`config.mk`:
```
export PLATFORM = sky130hd
export DESIGN_NAME = lu_irq_qual
export DESIGN_NICKNAME = d
export VERILOG_FILES = /design/src/core/lu_pkg.sv /design/src/core/lu_code_qual.sv /design/src/core/lu_clk_loss.sv /design/src/core/lu_irq_qual.sv
export SDC_FILE = /design/constraint.sdc
export NUM_CORES = 1
export LEC_CHECK = 0
export BUFFER_PORTS_ARGS = -buffer_cell sky130_fd_sc_hd__buf_2
export CELL_PAD_IN_SITES_DETAIL_PLACEMENT = 1
export CELL_PAD_IN_SITES_GLOBAL_PLACEMENT = 1
export CORE_ASPECT_RATIO = 0.9
export CORE_MARGIN = 3
export CORE_UTILIZATION = 42
export CTS_CLUSTER_SIZE = 12
export DETAILED_ROUTE_END_ITERATION = 6
export GPL_TIMING_DRIVEN = 1
export PLACE_DENSITY = 0.76
export SYNTH_ARGS = -nofsm -noshare
export SYNTH_HDL_FRONTEND = slang
export SYNTH_HIERARCHICAL = 1
export SYNTH_SLANG_ARGS = --single-unit
```
`constraint.sdc`:
```
create_clock -name clk_in -period 2.55 [get_ports clk_in]
set_input_delay 0.765 -clock clk_in [delete_from_list [all_inputs] [get_ports clk_in]]
set_output_delay 0.765 -clock clk_in [all_outputs]
set_load 0.01 [all_outputs]
```
`src/core/lu_pkg.sv`:
```
/*
  Shared constants of the line-unit interrupt qualification block: register
  offsets, field positions, reset values and timing figures.
  Assumes a single 50 MHz core clock feeding every module of the block.
*/
package lu_pkg;
  // Host register offsets.
  localparam logic [7:0] OFS_MASK_FIRST = 8'h11;
  localparam logic [7:0] OFS_MASK_SECOND = 8'h12;
  localparam logic [7:0] OFS_EDGE_SEL = 8'h13;
  localparam logic [7:0] OFS_STATUS_FIRST = 8'h14;
  localparam logic [7:0] OFS_STATUS_SECOND = 8'h15;
  localparam logic [7:0] OFS_LATCH_FIRST = 8'h16;
  localparam logic [7:0] OFS_LATCH_SECOND = 8'h17;
  // Line status and edge-select bit positions.
  localparam int BIT_ACTIVATE = 6;
  localparam int BIT_DEACTIVATE = 5;
  localparam int BIT_PATTERN_SYNC = 4;
  localparam int BIT_TX_CLOCK_LOSS = 3;
  localparam int BIT_DRIVER_FAULT = 2;
  localparam int BIT_ALARM = 1;
  localparam int BIT_SIGNAL_LOSS = 0;
  // Second mask register bit positions, then the remote loop bit of the second status register.
  localparam int BIT_DAC_OVERFLOW = 7;
  localparam int BIT_JITTER_OVER = 6;
  localparam int BIT_JITTER_UNDER = 5;
  localparam int BIT_PATTERN_ERROR = 4;
  localparam int BIT_EXCESS_ZEROS = 3;
  localparam int BIT_CODE_VIOLATION = 2;
  localparam int BIT_SECOND_TICK = 1;
  localparam int BIT_COUNTER_OVERFLOW = 0;
  localparam int BIT_REMOTE_LOOP = 5;
  // Reset values.
  localparam logic [6:0] RST_MASK_FIRST = 7'h7f;
  localparam logic [7:0] RST_MASK_SECOND = 8'hff;
  localparam logic [6:0] RST_EDGE_SEL = 7'h00;
  // Timing.
  localparam int CLK_KHZ = 50000;
  localparam int QUAL_SHORT_MS = 40;
  localparam int QUAL_LONG_MS = 5100;
  localparam int QUAL_SHORT_CYCLES = CLK_KHZ * QUAL_SHORT_MS;
  localparam int QUAL_LONG_CYCLES = CLK_KHZ * QUAL_LONG_MS;
  localparam int TX_CLOCK_LOSS_CYCLES = 70;
  localparam int BER_WINDOW_BITS = 100;
  localparam int BER_ERROR_LIMIT = 2;
endpackage : lu_pkg

```
`src/core/lu_code_qual.sv`:
```
/*
  Inband loop code qualifier: raises its flag after the code has been seen
  without a break for longer than the qualification time, then holds it
  while the error rate stays below two errors per hundred bits.
  Assumes code_seen_in, bit_tick_in and bit_error_in come from the pattern
  matcher on the same clock.
*/
module lu_code_qual
  import lu_pkg::*;
#(
  parameter int QUAL_W = 28
) (
  // Clock and reset.
  input wire logic clk_in,
  input wire logic srst_in,
  // Matcher side.
  input wire logic code_seen_in,
  input wire logic bit_tick_in,
  input wire logic bit_error_in,
  input wire logic [QUAL_W-1:0] qual_cycles_in,
  // Result.
  output logic detected_out
);
  typedef enum logic [1:0] {LU_IDLE, LU_QUALIFY, LU_HOLD} lu_qual_state_t;
  lu_qual_state_t state_reg, state_next;
  logic [QUAL_W-1:0] cnt_reg, cnt_next;
  logic [6:0] bits_reg, bits_next;
  logic [1:0] errs_reg, errs_next;

  always_comb begin
    state_next = state_reg;
    cnt_next = cnt_reg;
    bits_next = bits_reg;
    errs_next = errs_reg;
    case (state_reg)
      LU_IDLE: begin
        cnt_next = '0;
        if (code_seen_in) begin
          state_next = LU_QUALIFY;
        end
      end
      LU_QUALIFY: begin
        cnt_next = cnt_reg + 1'b1;
        if (!code_seen_in) begin
          state_next = LU_IDLE;
        end else if (cnt_reg >= qual_cycles_in) begin
          state_next = LU_HOLD;
          bits_next = '0;
          errs_next = '0;
        end
      end
      LU_HOLD: begin
        if (bit_tick_in) begin
          if (bit_error_in && errs_reg == 2'(BER_ERROR_LIMIT - 1)) begin
            state_next = LU_IDLE;
          end else if (bits_reg == 7'(BER_WINDOW_BITS - 1)) begin
            bits_next = '0;
            errs_next = '0;
          end else begin
            bits_next = bits_reg + 1'b1;
            errs_next = errs_reg + 2'(bit_error_in);
          end
        end
      end
      default: state_next = LU_IDLE;
    endcase
  end

  always_ff @(posedge clk_in) begin
    if (srst_in) begin
      state_reg <= LU_IDLE;
      cnt_reg <= '0;
      bits_reg <= '0;
      errs_reg <= '0;
    end else begin
      state_reg <= state_next;
      cnt_reg <= cnt_next;
      bits_reg <= bits_next;
      errs_reg <= errs_next;
    end
  end

  assign detected_out = (state_reg == LU_HOLD);
endmodule : lu_code_qual

```
`src/core/lu_clk_loss.sv`:
```
/*
  Transmit clock loss monitor: flags the pin as lost once it has not
  changed for more than the loss limit of core clock cycles.
  Assumes the transmit clock pin is asynchronous to clk_in.
*/
module lu_clk_loss
  import lu_pkg::*;
(
  // Clock and reset.
  input wire logic clk_in,
  input wire logic srst_in,
  // Monitored pin.
  input wire logic transmit_clock_in,
  // Result.
  output logic tx_clock_lost_out
);
  logic [2:0] sync_reg, sync_next;
  logic level_reg, level_next;
  logic [6:0] cnt_reg, cnt_next;
  logic lost_reg, lost_next;

  always_comb begin
    sync_next = {sync_reg[1:0], transmit_clock_in};
    level_next = level_reg;
    cnt_next = cnt_reg;
    // A change counts only once the second and third stages agree.
    if (sync_reg[1] == sync_reg[2] && sync_reg[2] != level_reg) begin
      level_next = sync_reg[2];
      cnt_next = '0;
    end else if (cnt_reg <= 7'(TX_CLOCK_LOSS_CYCLES)) begin
      cnt_next = cnt_reg + 1'b1;
    end
    lost_next = (cnt_next > 7'(TX_CLOCK_LOSS_CYCLES));
  end

  always_ff @(posedge clk_in) begin
    if (srst_in) begin
      sync_reg <= '0;
      level_reg <= 1'b0;
      cnt_reg <= '0;
      lost_reg <= 1'b0;
    end else begin
      sync_reg <= sync_next;
      level_reg <= level_next;
      cnt_reg <= cnt_next;
      lost_reg <= lost_next;
    end
  end

  assign tx_clock_lost_out = lost_reg;
endmodule : lu_clk_loss

```
`src/core/lu_irq_qual.sv`:
```
/*
  Per-channel interrupt qualification of a line interface unit: mask
  registers, edge selection, realtime line status, event latches that clear
  on read, remote loopback control and the interrupt output.
  Assumes a host register port on clk_in with one-cycle read and write
  strobes, and line detectors on the same clock except the transmit clock.
*/
module lu_irq_qual
  import lu_pkg::*;
#(
  parameter int QUAL_W = 28,
  parameter int QUAL_SHORT = QUAL_SHORT_CYCLES,
  parameter int QUAL_LONG = QUAL_LONG_CYCLES
) (
  // Clock and reset.
  input wire logic clk_in,
  input wire logic srst_in,
  // Host register port.
  input wire logic [7:0] reg_addr_in,
  input wire logic reg_wr_in,
  input wire logic reg_rd_in,
  input wire logic [7:0] reg_wdata_in,
  output logic [7:0] reg_rdata_out,
  // Inband loop code matchers.
  input wire logic activate_seen_in,
  input wire logic deactivate_seen_in,
  input wire logic bit_tick_in,
  input wire logic bit_error_in,
  input wire logic auto_remote_loop_enable_in,
  // Line status sources.
  input wire logic pattern_sync_in,
  input wire logic driver_fault_in,
  input wire logic alarm_indication_in,
  input wire logic signal_loss_in,
  input wire logic transmit_clock_in,
  // Error event pulses, in second mask bit order.
  input wire logic [7:0] error_events_in,
  // Results.
  output logic remote_loop_out,
  output logic irq_out
);
  logic [6:0] mask_first_reg, mask_first_next;
  logic [7:0] mask_second_reg, mask_second_next;
  logic [6:0] edge_sel_reg, edge_sel_next;
  logic [6:0] status_prev_reg, status_prev_next;
  logic [6:0] latch_first_reg, latch_first_next;
  logic [7:0] latch_second_reg, latch_second_next;
  logic remote_loop_reg, remote_loop_next;
  logic [7:0] rdata_reg, rdata_next;
  logic irq_reg, irq_next;
  logic [6:0] status_now;
  logic [6:0] line_events;
  logic activate_detected;
  logic deactivate_detected;
  logic tx_clock_lost;
  logic [QUAL_W-1:0] qual_cycles;

  // Offset decode shared by the write and clear paths; the read path decodes with its own case.
  function automatic logic hit(input logic [7:0] addr, input logic [7:0] ofs);
    hit = (addr == ofs);
  endfunction : hit

  assign qual_cycles = auto_remote_loop_enable_in ? QUAL_W'(QUAL_LONG)
                                                  : QUAL_W'(QUAL_SHORT);

  lu_code_qual #(
    .QUAL_W(QUAL_W)
  ) u_activate_qual (
    .clk_in(clk_in),
    .srst_in(srst_in),
    .code_seen_in(activate_seen_in),
    .bit_tick_in(bit_tick_in),
    .bit_error_in(bit_error_in),
    .qual_cycles_in(qual_cycles),
    .detected_out(activate_detected)
  );

  lu_code_qual #(
    .QUAL_W(QUAL_W)
  ) u_deactivate_qual (
    .clk_in(clk_in),
    .srst_in(srst_in),
    .code_seen_in(deactivate_seen_in),
    .bit_tick_in(bit_tick_in),
    .bit_error_in(bit_error_in),
    .qual_cycles_in(qual_cycles),
    .detected_out(deactivate_detected)
  );

  lu_clk_loss u_clk_loss (
    .clk_in(clk_in),
    .srst_in(srst_in),
    .transmit_clock_in(transmit_clock_in),
    .tx_clock_lost_out(tx_clock_lost)
  );

  always_comb begin
    status_now = '0;
    status_now[BIT_ACTIVATE] = activate_detected;
    status_now[BIT_DEACTIVATE] = deactivate_detected;
    status_now[BIT_PATTERN_SYNC] = pattern_sync_in;
    status_now[BIT_TX_CLOCK_LOSS] = tx_clock_lost;
    status_now[BIT_DRIVER_FAULT] = driver_fault_in;
    status_now[BIT_ALARM] = alarm_indication_in;
    status_now[BIT_SIGNAL_LOSS] = signal_loss_in;
  end

  for (genvar i = 0; i < 7; i++) begin : g_line_event
    logic rose;
    logic fell;
    assign rose = status_now[i] && !status_prev_reg[i];
    assign fell = !status_now[i] && status_prev_reg[i];
    assign line_events[i] = rose || (edge_sel_reg[i] && fell);
  end

  // Line status mask.
  always_comb begin
    mask_first_next = mask_first_reg;
    if (reg_wr_in && hit(reg_addr_in, OFS_MASK_FIRST)) begin
      mask_first_next = reg_wdata_in[6:0];
    end
  end

  always_ff @(posedge clk_in) begin
    if (srst_in) begin
      mask_first_reg <= RST_MASK_FIRST;
    end else begin
      mask_first_reg <= mask_first_next;
    end
  end

  // Error event mask.
  always_comb begin
    mask_second_next = mask_second_reg;
    if (reg_wr_in && hit(reg_addr_in, OFS_MASK_SECOND)) begin
      mask_second_next = reg_wdata_in;
    end
  end

  always_ff @(posedge clk_in) begin
    if (srst_in) begin
      mask_second_reg <= RST_MASK_SECOND;
    end else begin
      mask_second_reg <= mask_second_next;
    end
  end

  // Edge select.
  always_comb begin
    edge_sel_next = edge_sel_reg;
    if (reg_wr_in && hit(reg_addr_in, OFS_EDGE_SEL)) begin
      edge_sel_next = reg_wdata_in[6:0];
    end
  end

  always_ff @(posedge clk_in) begin
    if (srst_in) begin
      edge_sel_reg <= RST_EDGE_SEL;
    end else begin
      edge_sel_reg <= edge_sel_next;
    end
  end

  // Status history for edge detection.
  always_comb begin
    status_prev_next = status_now;
  end

  always_ff @(posedge clk_in) begin
    if (srst_in) begin
      status_prev_reg <= '0;
    end else begin
      status_prev_reg <= status_prev_next;
    end
  end

  // Line status event latch; a new event beats the read clear so none is lost.
  always_comb begin
    latch_first_next = latch_first_reg;
    if (reg_rd_in && hit(reg_addr_in, OFS_LATCH_FIRST)) begin
      latch_first_next = '0;
    end
    latch_first_next = latch_first_next | (line_events & ~mask_first_reg);
  end

  always_ff @(posedge clk_in) begin
    if (srst_in) begin
      latch_first_reg <= '0;
    end else begin
      latch_first_reg <= latch_first_next;
    end
  end

  // Error event latch, with the same priority as the line status latch.
  always_comb begin
    latch_second_next = latch_second_reg;
    if (reg_rd_in && hit(reg_addr_in, OFS_LATCH_SECOND)) begin
      latch_second_next = '0;
    end
    latch_second_next = latch_second_next | (error_events_in & ~mask_second_reg);
  end

  always_ff @(posedge clk_in) begin
    if (srst_in) begin
      latch_second_reg <= '0;
    end else begin
      latch_second_reg <= latch_second_next;
    end
  end

  // Remote loopback follows the qualified loop codes, whatever the masks say.
  always_comb begin
    remote_loop_next = remote_loop_reg;
    if (line_events[BIT_ACTIVATE] && activate_detected) begin
      remote_loop_next = 1'b1;
    end
    // Open on deactivate, which wins a same-cycle tie.
    if (line_events[BIT_DEACTIVATE] && deactivate_detected) begin
      remote_loop_next = 1'b0;
    end
  end

  always_ff @(posedge clk_in) begin
    if (srst_in) begin
      remote_loop_reg <= 1'b0;
    end else begin
      remote_loop_reg <= remote_loop_next;
    end
  end

  // Interrupt is taken from the next latch values so it moves with them.
  always_comb begin
    irq_next = |(latch_first_next & ~mask_first_reg) |
               |(latch_second_next & ~mask_second_reg);
  end

  always_ff @(posedge clk_in) begin
    if (srst_in) begin
      irq_reg <= 1'b0;
    end else begin
      irq_reg <= irq_next;
    end
  end

  // Read data is registered so a read answers one cycle after its strobe.
  always_comb begin
    rdata_next = rdata_reg;
    if (reg_rd_in) begin
      case (reg_addr_in)
        OFS_MASK_FIRST: rdata_next = {1'b0, mask_first_reg};
        OFS_MASK_SECOND: rdata_next = mask_second_reg;
        OFS_EDGE_SEL: rdata_next = {1'b0, edge_sel_reg};
        OFS_STATUS_FIRST: rdata_next = {1'b0, status_now};
        OFS_STATUS_SECOND: rdata_next = 8'(remote_loop_reg) << BIT_REMOTE_LOOP;
        OFS_LATCH_FIRST: rdata_next = {1'b0, latch_first_reg};
        OFS_LATCH_SECOND: rdata_next = latch_second_reg;
        default: rdata_next = 8'h00;
      endcase
    end
  end

  always_ff @(posedge clk_in) begin
    if (srst_in) begin
      rdata_reg <= 8'h00;
    end else begin
      rdata_reg <= rdata_next;
    end
  end

  assign reg_rdata_out = rdata_reg;
  assign remote_loop_out = remote_loop_reg;
  assign irq_out = irq_reg;
endmodule : lu_irq_qual

```
---- Word level (Yosys, flattened, before mapping) ----
Index checks and enable logic that the tools add are counted.
word-level totals
  flip-flop bits (word level) ............. 144
  input bits .............................. 38
  output and inout bits ................... 10
  logic and storage cells ................. 181
operators by class
  add/sub/neg operators ................... 7
  magnitude comparators ................... 4
  eq/ne operators ......................... 31
  mux-type cells .......................... 44
  bitwise operators ....................... 9
  reduce and logical (&&, ||, !) cells .... 65
operator list
  kind                   count
  $pmux 28 s2            2
  $mux 7                 13
  $add 28x1->28 const B  2
  $eq 8x5->1 const B     7
  $ge 28x28->1           2
  $pmux 8 s7             1
  $mux 2                 20
  $logic_and 1x1->1      31
  $mux 28                1
  $pmux 7 s2             2
  $add 7x1->7 const B    3
  $and 8x8->8            2
  $ne 2x2->1 const B     8
  $and 7x7->7            2
  $eq 7x7->1 const B     2
  $logic_not 1->1        14
  $pmux 2 s3             2
  $reduce_and 5->1       2
  $eq 2x1->1 const B     4
  $mux 8                 1
  $ne 2x1->1 const B     4
  $not 8->8              1
  $or 8x8->8             1
  $pmux 2 s2             2
  other kinds (17)       31

---- Longest topological paths before layout ----
Gate-level depths: netlist (run 1).
  depth in word-level cells ............... 10
  mapped depth ............................ 9
  gate-level depth less buffers ........... 9

---- Hierarchy ----
Netlist (run 1), hierarchy kept.
by module, submodules not included
  module                             times used  cells each  area an instance (um^2)  seq. area each (um^2)
  lu_irq_qual                        1           300         2592.5                   1081.0
  lu_code_qual at u_activate_qual    1           312         2580.0                   780.7
  lu_code_qual at u_deactivate_qual  1           306         2506.2                   780.7
  lu_clk_loss                        1           75          689.4                    240.2

---- Worst setup path after synthesis (run 1) ----
No wires, ideal clock.
  path type ............................... input port to flip-flop
  start ................................... in auto_remote_loop_enable_in
  end ..................................... reg u_deactivate_qual.bits_reg[6]
  setup time .............................. 0.086 ns
  data arrival time ....................... 2.436 ns
  data required time ...................... 2.464 ns
  path slack .............................. 0.028 ns
  cell stages on the path ................. 8
  path buffers ............................ 0
  path through ............................ inv_1 ha_1 a21o_1 a21o_1 a2111o_1 nor4_4 a21oi_2 a211oi_1
between the ends
  word-level cells in the longest chain between the ends .. 4
RTL lines
  what                        line                source
  start: declaration          lu_irq_qual.sv:29   input wire logic auto_remote_loop_enable_in,
  $mux 28                     lu_irq_qual.sv:63   assign qual_cycles = auto_remote_loop_enable_in ? QUAL_W'(QUAL_LONG)
  $ge 28x28->1                lu_code_qual.sv:46  end else if (cnt_reg >= qual_cycles_in) begin
  $ne 2x1->1 (no line)        -
  $reduce_and 5->1 (no line)  -
  end signal: assignment      lu_code_qual.sv:78  bits_reg <= bits_next;
  end: declaration            lu_code_qual.sv:27  logic [6:0] bits_reg, bits_next;
No other way between the ends.
A chain may end at the register's enable or synchronous reset.

---- Final worst setup path (run 1) ----
Ends and elaborated chain as after synthesis.

==> impl_metrics.tcl, run 1 <==
set metrics [dict create \
    grt_use_total 0.2058 \
    drt-initial-drc-count 339 \
    postSynthCellCount 993 \
    synth-compound-area-share 0.1613 \
    leakagePower_nw 4.207 \
    clock.fmax_mhz 406.6 \
    wl_um 21650 \
    synth_edf_count 0 \
    clk_pin_slew_ns 0.07 \
    gp_congestion 0.8422 \
    cts_max_level 4 \
    synth_cell_types 87 \
    synth_fa_ha_area_frac 0.09569 \
    synth_xor_area_frac 0.05652 \
    fin_worst_skew_ns 0.01070 \
    crit_family "compound AO/OA/AOI/OAI gates" \
    hpwlAfterDp_um 15880 \
    die_w_um 154.8 \
    initial_core_util 0.4327 \
    min_period_ns 2.460 \
    clockBufferDepth 2 \
    nets 1186 \
    synthToLayoutAreaGrowth_pct 15.92 \
    crit_top_cell "a21o_1" \
    synth_top_family_by_area "simple AND/OR/NAND/NOR gates" \
    path_max_fanout 8 \
    num_antenna_cells 0 \
    fin_crit_sh 0.9646 \
    num_rows 48 \
    worst_path_max_delay_cell "a2111o_1" \
    power.density_mw_per_mm2 513.9 \
    async_flop_share 0 \
    path_buf_inv 2 \
    ios 48 \
    outcome "finished clean" \
    tightest_slew_ns 1.153 \
    worst_hold_slack_ns 0.4393 \
    cp-start-kind "primary input" \
    clk_latency_ns 0.43 \
    ant_nets 0 \
    grt_pass1_vias 7653 \
    final_hold_viol_count 0 \
    ys_warn_count 6 \
    cp-end-kind "flip-flop" \
    maxSlewViolCount 0 \
    maxSlewHeadroom 0.2311 \
    grt_max_degree 28 \
    fin_util 0.5016 \
    layout-drive-gt1-share 0.1322 \
    critPathMaxStageDelay_ns 0.41 \
    cts_root_buffer "clkbuf_16" \
    dr.pass1.iters 5 \
    portBuffers 47 \
    finalPower_mw 4.985 \
    yosysTopAreaCellShare 0.3445 \
    postSynthAreaPerCell_um2 8.427 \
    path_cells "buf_6, inv_1, ha_1, a21o_1, a21o_1, a2111o_1, nor4_4, a21oi_4, a211oi_1" \
    ys_seq_elements 144 \
    setup_viol 0 \
    vias_per_cell 5.440 \
    cts_tree "done" \
    die-area_mm2 0.02166 \
    critical_path_class "in -> reg" \
    vdd_drop_max_uv 397.2 \
    coreArea_mm2 0.01934 \
    yosys-top-cells-area "dfxtp_1 (34%), ha_1 (9.6%), nor2_1 (5.9%)" \
    hp-class "reg -> reg" \
    drv_cap 0 \
    antenna_found_initial 0 \
    die_h_um 139.9 \
    clkSinkCount 144 \
    drc 0 \
    cp.arrival_ns 2.80 \
    cts_hold_buffers 0 \
    synth_largest_area_cell "dfxtp_1" \
    yosysSeqAreaShare 0.3445 \
    grt_pass1_wl_um 36890 \
    netlist_area_mm2 0.008368 \
    grt.overflow.total 0 \
    wl_per_cell_um 16.07 \
    ys.flop_type "dfxtp_1" \
    vias 7328 \
    worstPathRequired_ns 2.89 \
    synth_mux_area_frac 0.02318 \
    yosys.area_share.simple 0.2496 \
    cts_buffers 17 \
]
[cells in the final DEF (no fill, tap or decap), types with 17 or more instances in the layout]
master / n
dfxtp_1: 144
clkbuf_16: 17
inv_1: 100
buf_2: 46
ha_1: 64
buf_4: 27
xor2_1: 19
xnor2_1: 35
o21ai_0: 30
a21oi_1: 58
conb_1: 30
nor2_1: 131
nand3_1: 26
nand2_1: 55
nand4_1: 20
and3_1: 18
nand2b_1: 18
nor2b_1: 25
[report_power, final]
group	internal [mW]	switching, mW
Clock	1.30	1.10
Combinational	0.122	0.179
Sequential	2.26	0.0173
Total	3.69	1.30
[through the flow]
| stage | area [um2] | setup TNS [ns] | setup slack, ns | instances |
|---|---|---|---|---|
| floorplan | 8473 | 0 | 0.02793 | 1021 |
| global placement | 9091 | -7.591 | -0.4535 | 1314 |
| detailed placement | 9091 | -9.238 | -0.5368 | 1314 |
| CTS | 9663 | 0 | 0.04554 | 1346 |
| global route | 9701 | -0.005403 | -0.005403 | 1347 |
| finish | 9701 | 0 | 0.09039 | 1347 |
[layer usage]
| metal | up-vias | routed length [um] | track usage | share of wire |
|---|---|---|---|---|
| met1 | 3558 | 10500 | 0.2762 | 0.49 |
| li1 | 3651 | - | - | - |
| met5 | - | 0 | 0 | 0 |
| met2 | 101 | 10250 | 0.3435 | 0.47 |
| met3 | 18 | 687 | 0.03120 | 0.032 |
| met4 | 0 | 210 | 0.06134 | 0.0097 |
[what timing repair did]
action	CTS	global route
pin swaps	0	3
hold endpoints to repair	0	0
buffers inserted	0	1
endpoints found under the setup margin	8	17
resized for setup	2	6
[kinds of logic after synthesis]
| family | Yosys count |
|---|---|
| muxes | 19 |
| buffers and inverters | 134 |
| DFF | 144 |
| AOI/OAI and AO/OA | 197 |
| and+or+nand+nor | 379 |
| adders and majority gates | 64 |
| other | 2 |
| xor gates and xnor gates | 54 |
[worst paths after layout]
path                                      start                            end  slack (ns)  cells past startpoint
setup / recovery     auto_remote_loop_enable_in  u_deactivate_qual/bits_reg[6]        0.09                      9
hold / removal           u_clk_loss/sync_reg[0]         u_clk_loss/sync_reg[1]        0.44                      1
setup reg to reg  u_deactivate_qual/cnt_reg[25]  u_deactivate_qual/bits_reg[6]        0.29                      7
hold reg to reg          u_clk_loss/sync_reg[0]         u_clk_loss/sync_reg[1]        0.44                      1
[synthesized netlist by cell type (4+ instances only)]
library cell,count
and3_1,18
o32ai_1,8
a211oi_1,13
nand3_1,26
ha_1,64
nand2_1,55
o21ai_0,30
mux2i_1,16
o22ai_1,6
nand2b_1,18
and4b_1,6
a21o_1,5
nand3b_1,8
clkbuf_1,16
o21a_1,6
dfxtp_1,144
a211o_1,15
or3_1,4
nand4_1,20
a221oi_1,6
inv_1,100
nor2b_1,25
nor4_1,6
xnor2_1,35
buf_6,7
nor3_1,16
nor2_1,131
buf_2,6
a22oi_1,5
o31a_1,6
a21oi_1,58
a31oi_1,6
nand4b_1,6
a41oi_1,4
xor2_1,19
and3b_1,6
[area by class of cell]
class	instances	area [um2]
clock inverters	14	122.6
multi-input cells	743	5060
inverters	101	379.1
clock buffers	18	439.2
fillers	2364	9638
flip-flops and latches	144	2883
repair buffers	77	504.2
well taps	250	312.8
Power figures use the tool's default switching activity.
==> run 2: changes to the inputs <==
==> constraint.sdc (replaced) <==
create_clock -name clk_in -period 2.55 [get_ports clk_in]
set_input_delay 0.51 -clock clk_in [delete_from_list [all_inputs] [get_ports clk_in]]
set_output_delay 0.51 -clock clk_in [all_outputs]
set_load 0.01 [all_outputs]
==> run 2 against run 1 <==
Final cell count is 0.45% lower; clock skew is 0.0012 ns higher; global-route usage is 0.28 points lower; final area is 0.75% lower; utilization is 0.38 points lower; clock power is 7% higher; count of clock-buffer cells in the layout is 1 lower; critical path depth is 1 higher; combinational power is 5% lower; power is 2.9% higher; register-to-register slack worse by 0.02 ns; critical path type unchanged.
==> impl_metrics.tcl, run 2 (synthesized netlist as in run 1, its figures left out) <==
set metrics [dict create \
    path_cells "buf_2, buf_4, inv_1, ha_1, nand4_1, or2_2, o32ai_1, o311ai_2, a21oi_2, o21ai_0" \
    nets 1180 \
    min_from "transmit_clock_in" \
    cts_max_level 4 \
    wl_um 21310 \
    setup_viol 0 \
    portBuffers 47 \
    cts_root_buffer "clkbuf_16" \
    gp_congestion 0.8182 \
    min_period_ns 2.336 \
    critical_path_class "in -> reg" \
    holdPathStages 2 \
    vdd_drop_max_uv 370.8 \
    die_w_um 154.8 \
    clock.fmax_mhz 428.1 \
    leakagePower_nw 4.183 \
    maxSlewHeadroom 0.2219 \
    clkSinkCount 144 \
    num_rows 48 \
    timing.rr.end "u_deactivate_qual/bits_reg[0]" \
    clk_latency_ns 0.42 \
    power.density_mw_per_mm2 532.7 \
    cts_setup_buffers 0 \
    wl_per_cell_um 15.89 \
    post_cts_resized 0 \
    reg2reg_from "u_deactivate_qual/cnt_reg[25]" \
    grt_max_degree 53 \
    vias 7292 \
    layout-drive-gt1-share 0.1237 \
    tightest_slew_ns 1.166 \
    ff2ff_path_depth 7 \
    drt-initial-drc-count 357 \
    cts_tree "done" \
    cp.arrival_ns 2.63 \
    antenna_found_initial 1 \
    cp-end-kind "flip-flop" \
    placed_cells 1309 \
    grt.overflow.total 0 \
    die-area_mm2 0.02166 \
    grt_pass1_wl_um 36490 \
    mostFrequentLayoutCell "dfxtp_1" \
    maxSlewViolCount 0 \
    cts_buffers 17 \
    clockBufferDepth 2 \
    fin_crit_sh 0.9160 \
    initial_core_util 0.4327 \
    num_antenna_cells 0 \
    worstPathRequired_ns 2.84 \
    worst_path_max_delay_cell "a21oi_2" \
    postPlaceCellArea_mm2 0.009029 \
    synthToLayoutAreaGrowth_pct 15.06 \
    die_h_um 139.9 \
    outcome "finished clean" \
    startpoint "auto_remote_loop_enable_in" \
    hpwlAfterDp_um 15690 \
    rsz0062_at_grt "no" \
    critPathMaxStageDelay_ns 0.42 \
    holdPathEnd "u_clk_loss/sync_reg[0]" \
    ant_nets 0 \
    design_area_mm2 0.009628 \
    cts_hold_buffers 0 \
    coreArea_mm2 0.01934 \
    path_max_fanout 8 \
    drc 0 \
    fin_util 0.4979 \
    hp-class "in -> reg" \
    final_hold_viol_count 0 \
    fillers 2368 \
    fin_cells 1341 \
    fin_worst_skew_ns 0.01189 \
    finalSetupTns_ns 0 \
    vias_per_cell 5.438 \
    grt_use_total 0.2030 \
    dr.pass1.iters 7 \
    cp-start-kind "primary input" \
    grt_pass1_vias 7447 \
    final_cell_mix "dfxtp_1 (144), nor2_1 (131), inv_1 (100)" \
    r2r_slack_ns 0.27 \
    ios 48 \
    drv_cap 0 \
    clk_pin_slew_ns 0.07 \
]
[run 2: cell types whose count changed in the layout (fill, tap and decap cells not counted), sizes merged]
cell	change
buf	-6
inv	-1
bufinv	+2
clkbuf	-1
clkinv	+1
clkinvlp	-1
[run 2: worst max path at each step]
| stage | end |
|---|---|
| after floorplan | u_deactivate_qual/bits_reg[6] |
| after global placement | u_deactivate_qual/errs_reg[0] |
| after detailed placement | u_deactivate_qual/errs_reg[0] |
| after CTS | u_deactivate_qual/errs_reg[0] |
| after global routing | u_deactivate_qual/errs_reg[0] |
| final | u_deactivate_qual/errs_reg[0] |
[run 2: metal layers]
layer / vias to the layer above / share of wire / wire length [um] / GRT usage
li1: 3631 / - / - / -
met1: 3545 / 0.49 / 10480 / 0.2759
met2: 102 / 0.46 / 9849 / 0.3346
met3: 12 / 0.037 / 790 / 0.03831
met4: 2 / 0.0081 / 172 / 0.04926
met5: - / 0.00061 / 13 / 0
[run 2: stage by stage]
step | worst slack [ns] | total power, mW | hold WS, ns
6_report | 0.2143 | 5.129 | 0.2875
5_1_grt | 0.01537 | 5.343 | 0.2960
4_1_cts | 0.1937 | 5.210 | 0.2713
3_5_place_dp | -0.2638 | 2.613 | 0.4275
3_3_place_gp | -0.1424 | 2.602 | 0.4181
2_1_floorplan | 0.2829 | 2.504 | 0.4138
[run 2: where the power goes]
| part | leakage [nW] | internal [mW] | switching, mW |
|---|---|---|---|
| combinational | 2.73 | 0.112 | 0.174 |
| clock | 0.286 | 1.47 | 1.09 |
| sequential | 1.16 | 2.26 | 0.0174 |
| total | 4.18 | 3.85 | 1.28 |
[run 2: critical path, delay by kind of cell]
family / cells / cell delay [ns]
compound gates: 4 / 1.03
buf+inv: 3 / 0.40
simple gates: 2 / 0.39
fa+ha+maj: 1 / 0.29
[run 2: area by class of cell]
cell class                 count  area (um2)  area share
inverter                     101       379.1     0.03938
timing repair buffer          71       427.9     0.04444
tap                          250       312.8     0.03249
clock inverter                15       173.9     0.01806
multi-input combinational    743        5026      0.5220
sequential                   144        2883      0.2994
clock buffer                  17       425.4     0.04418
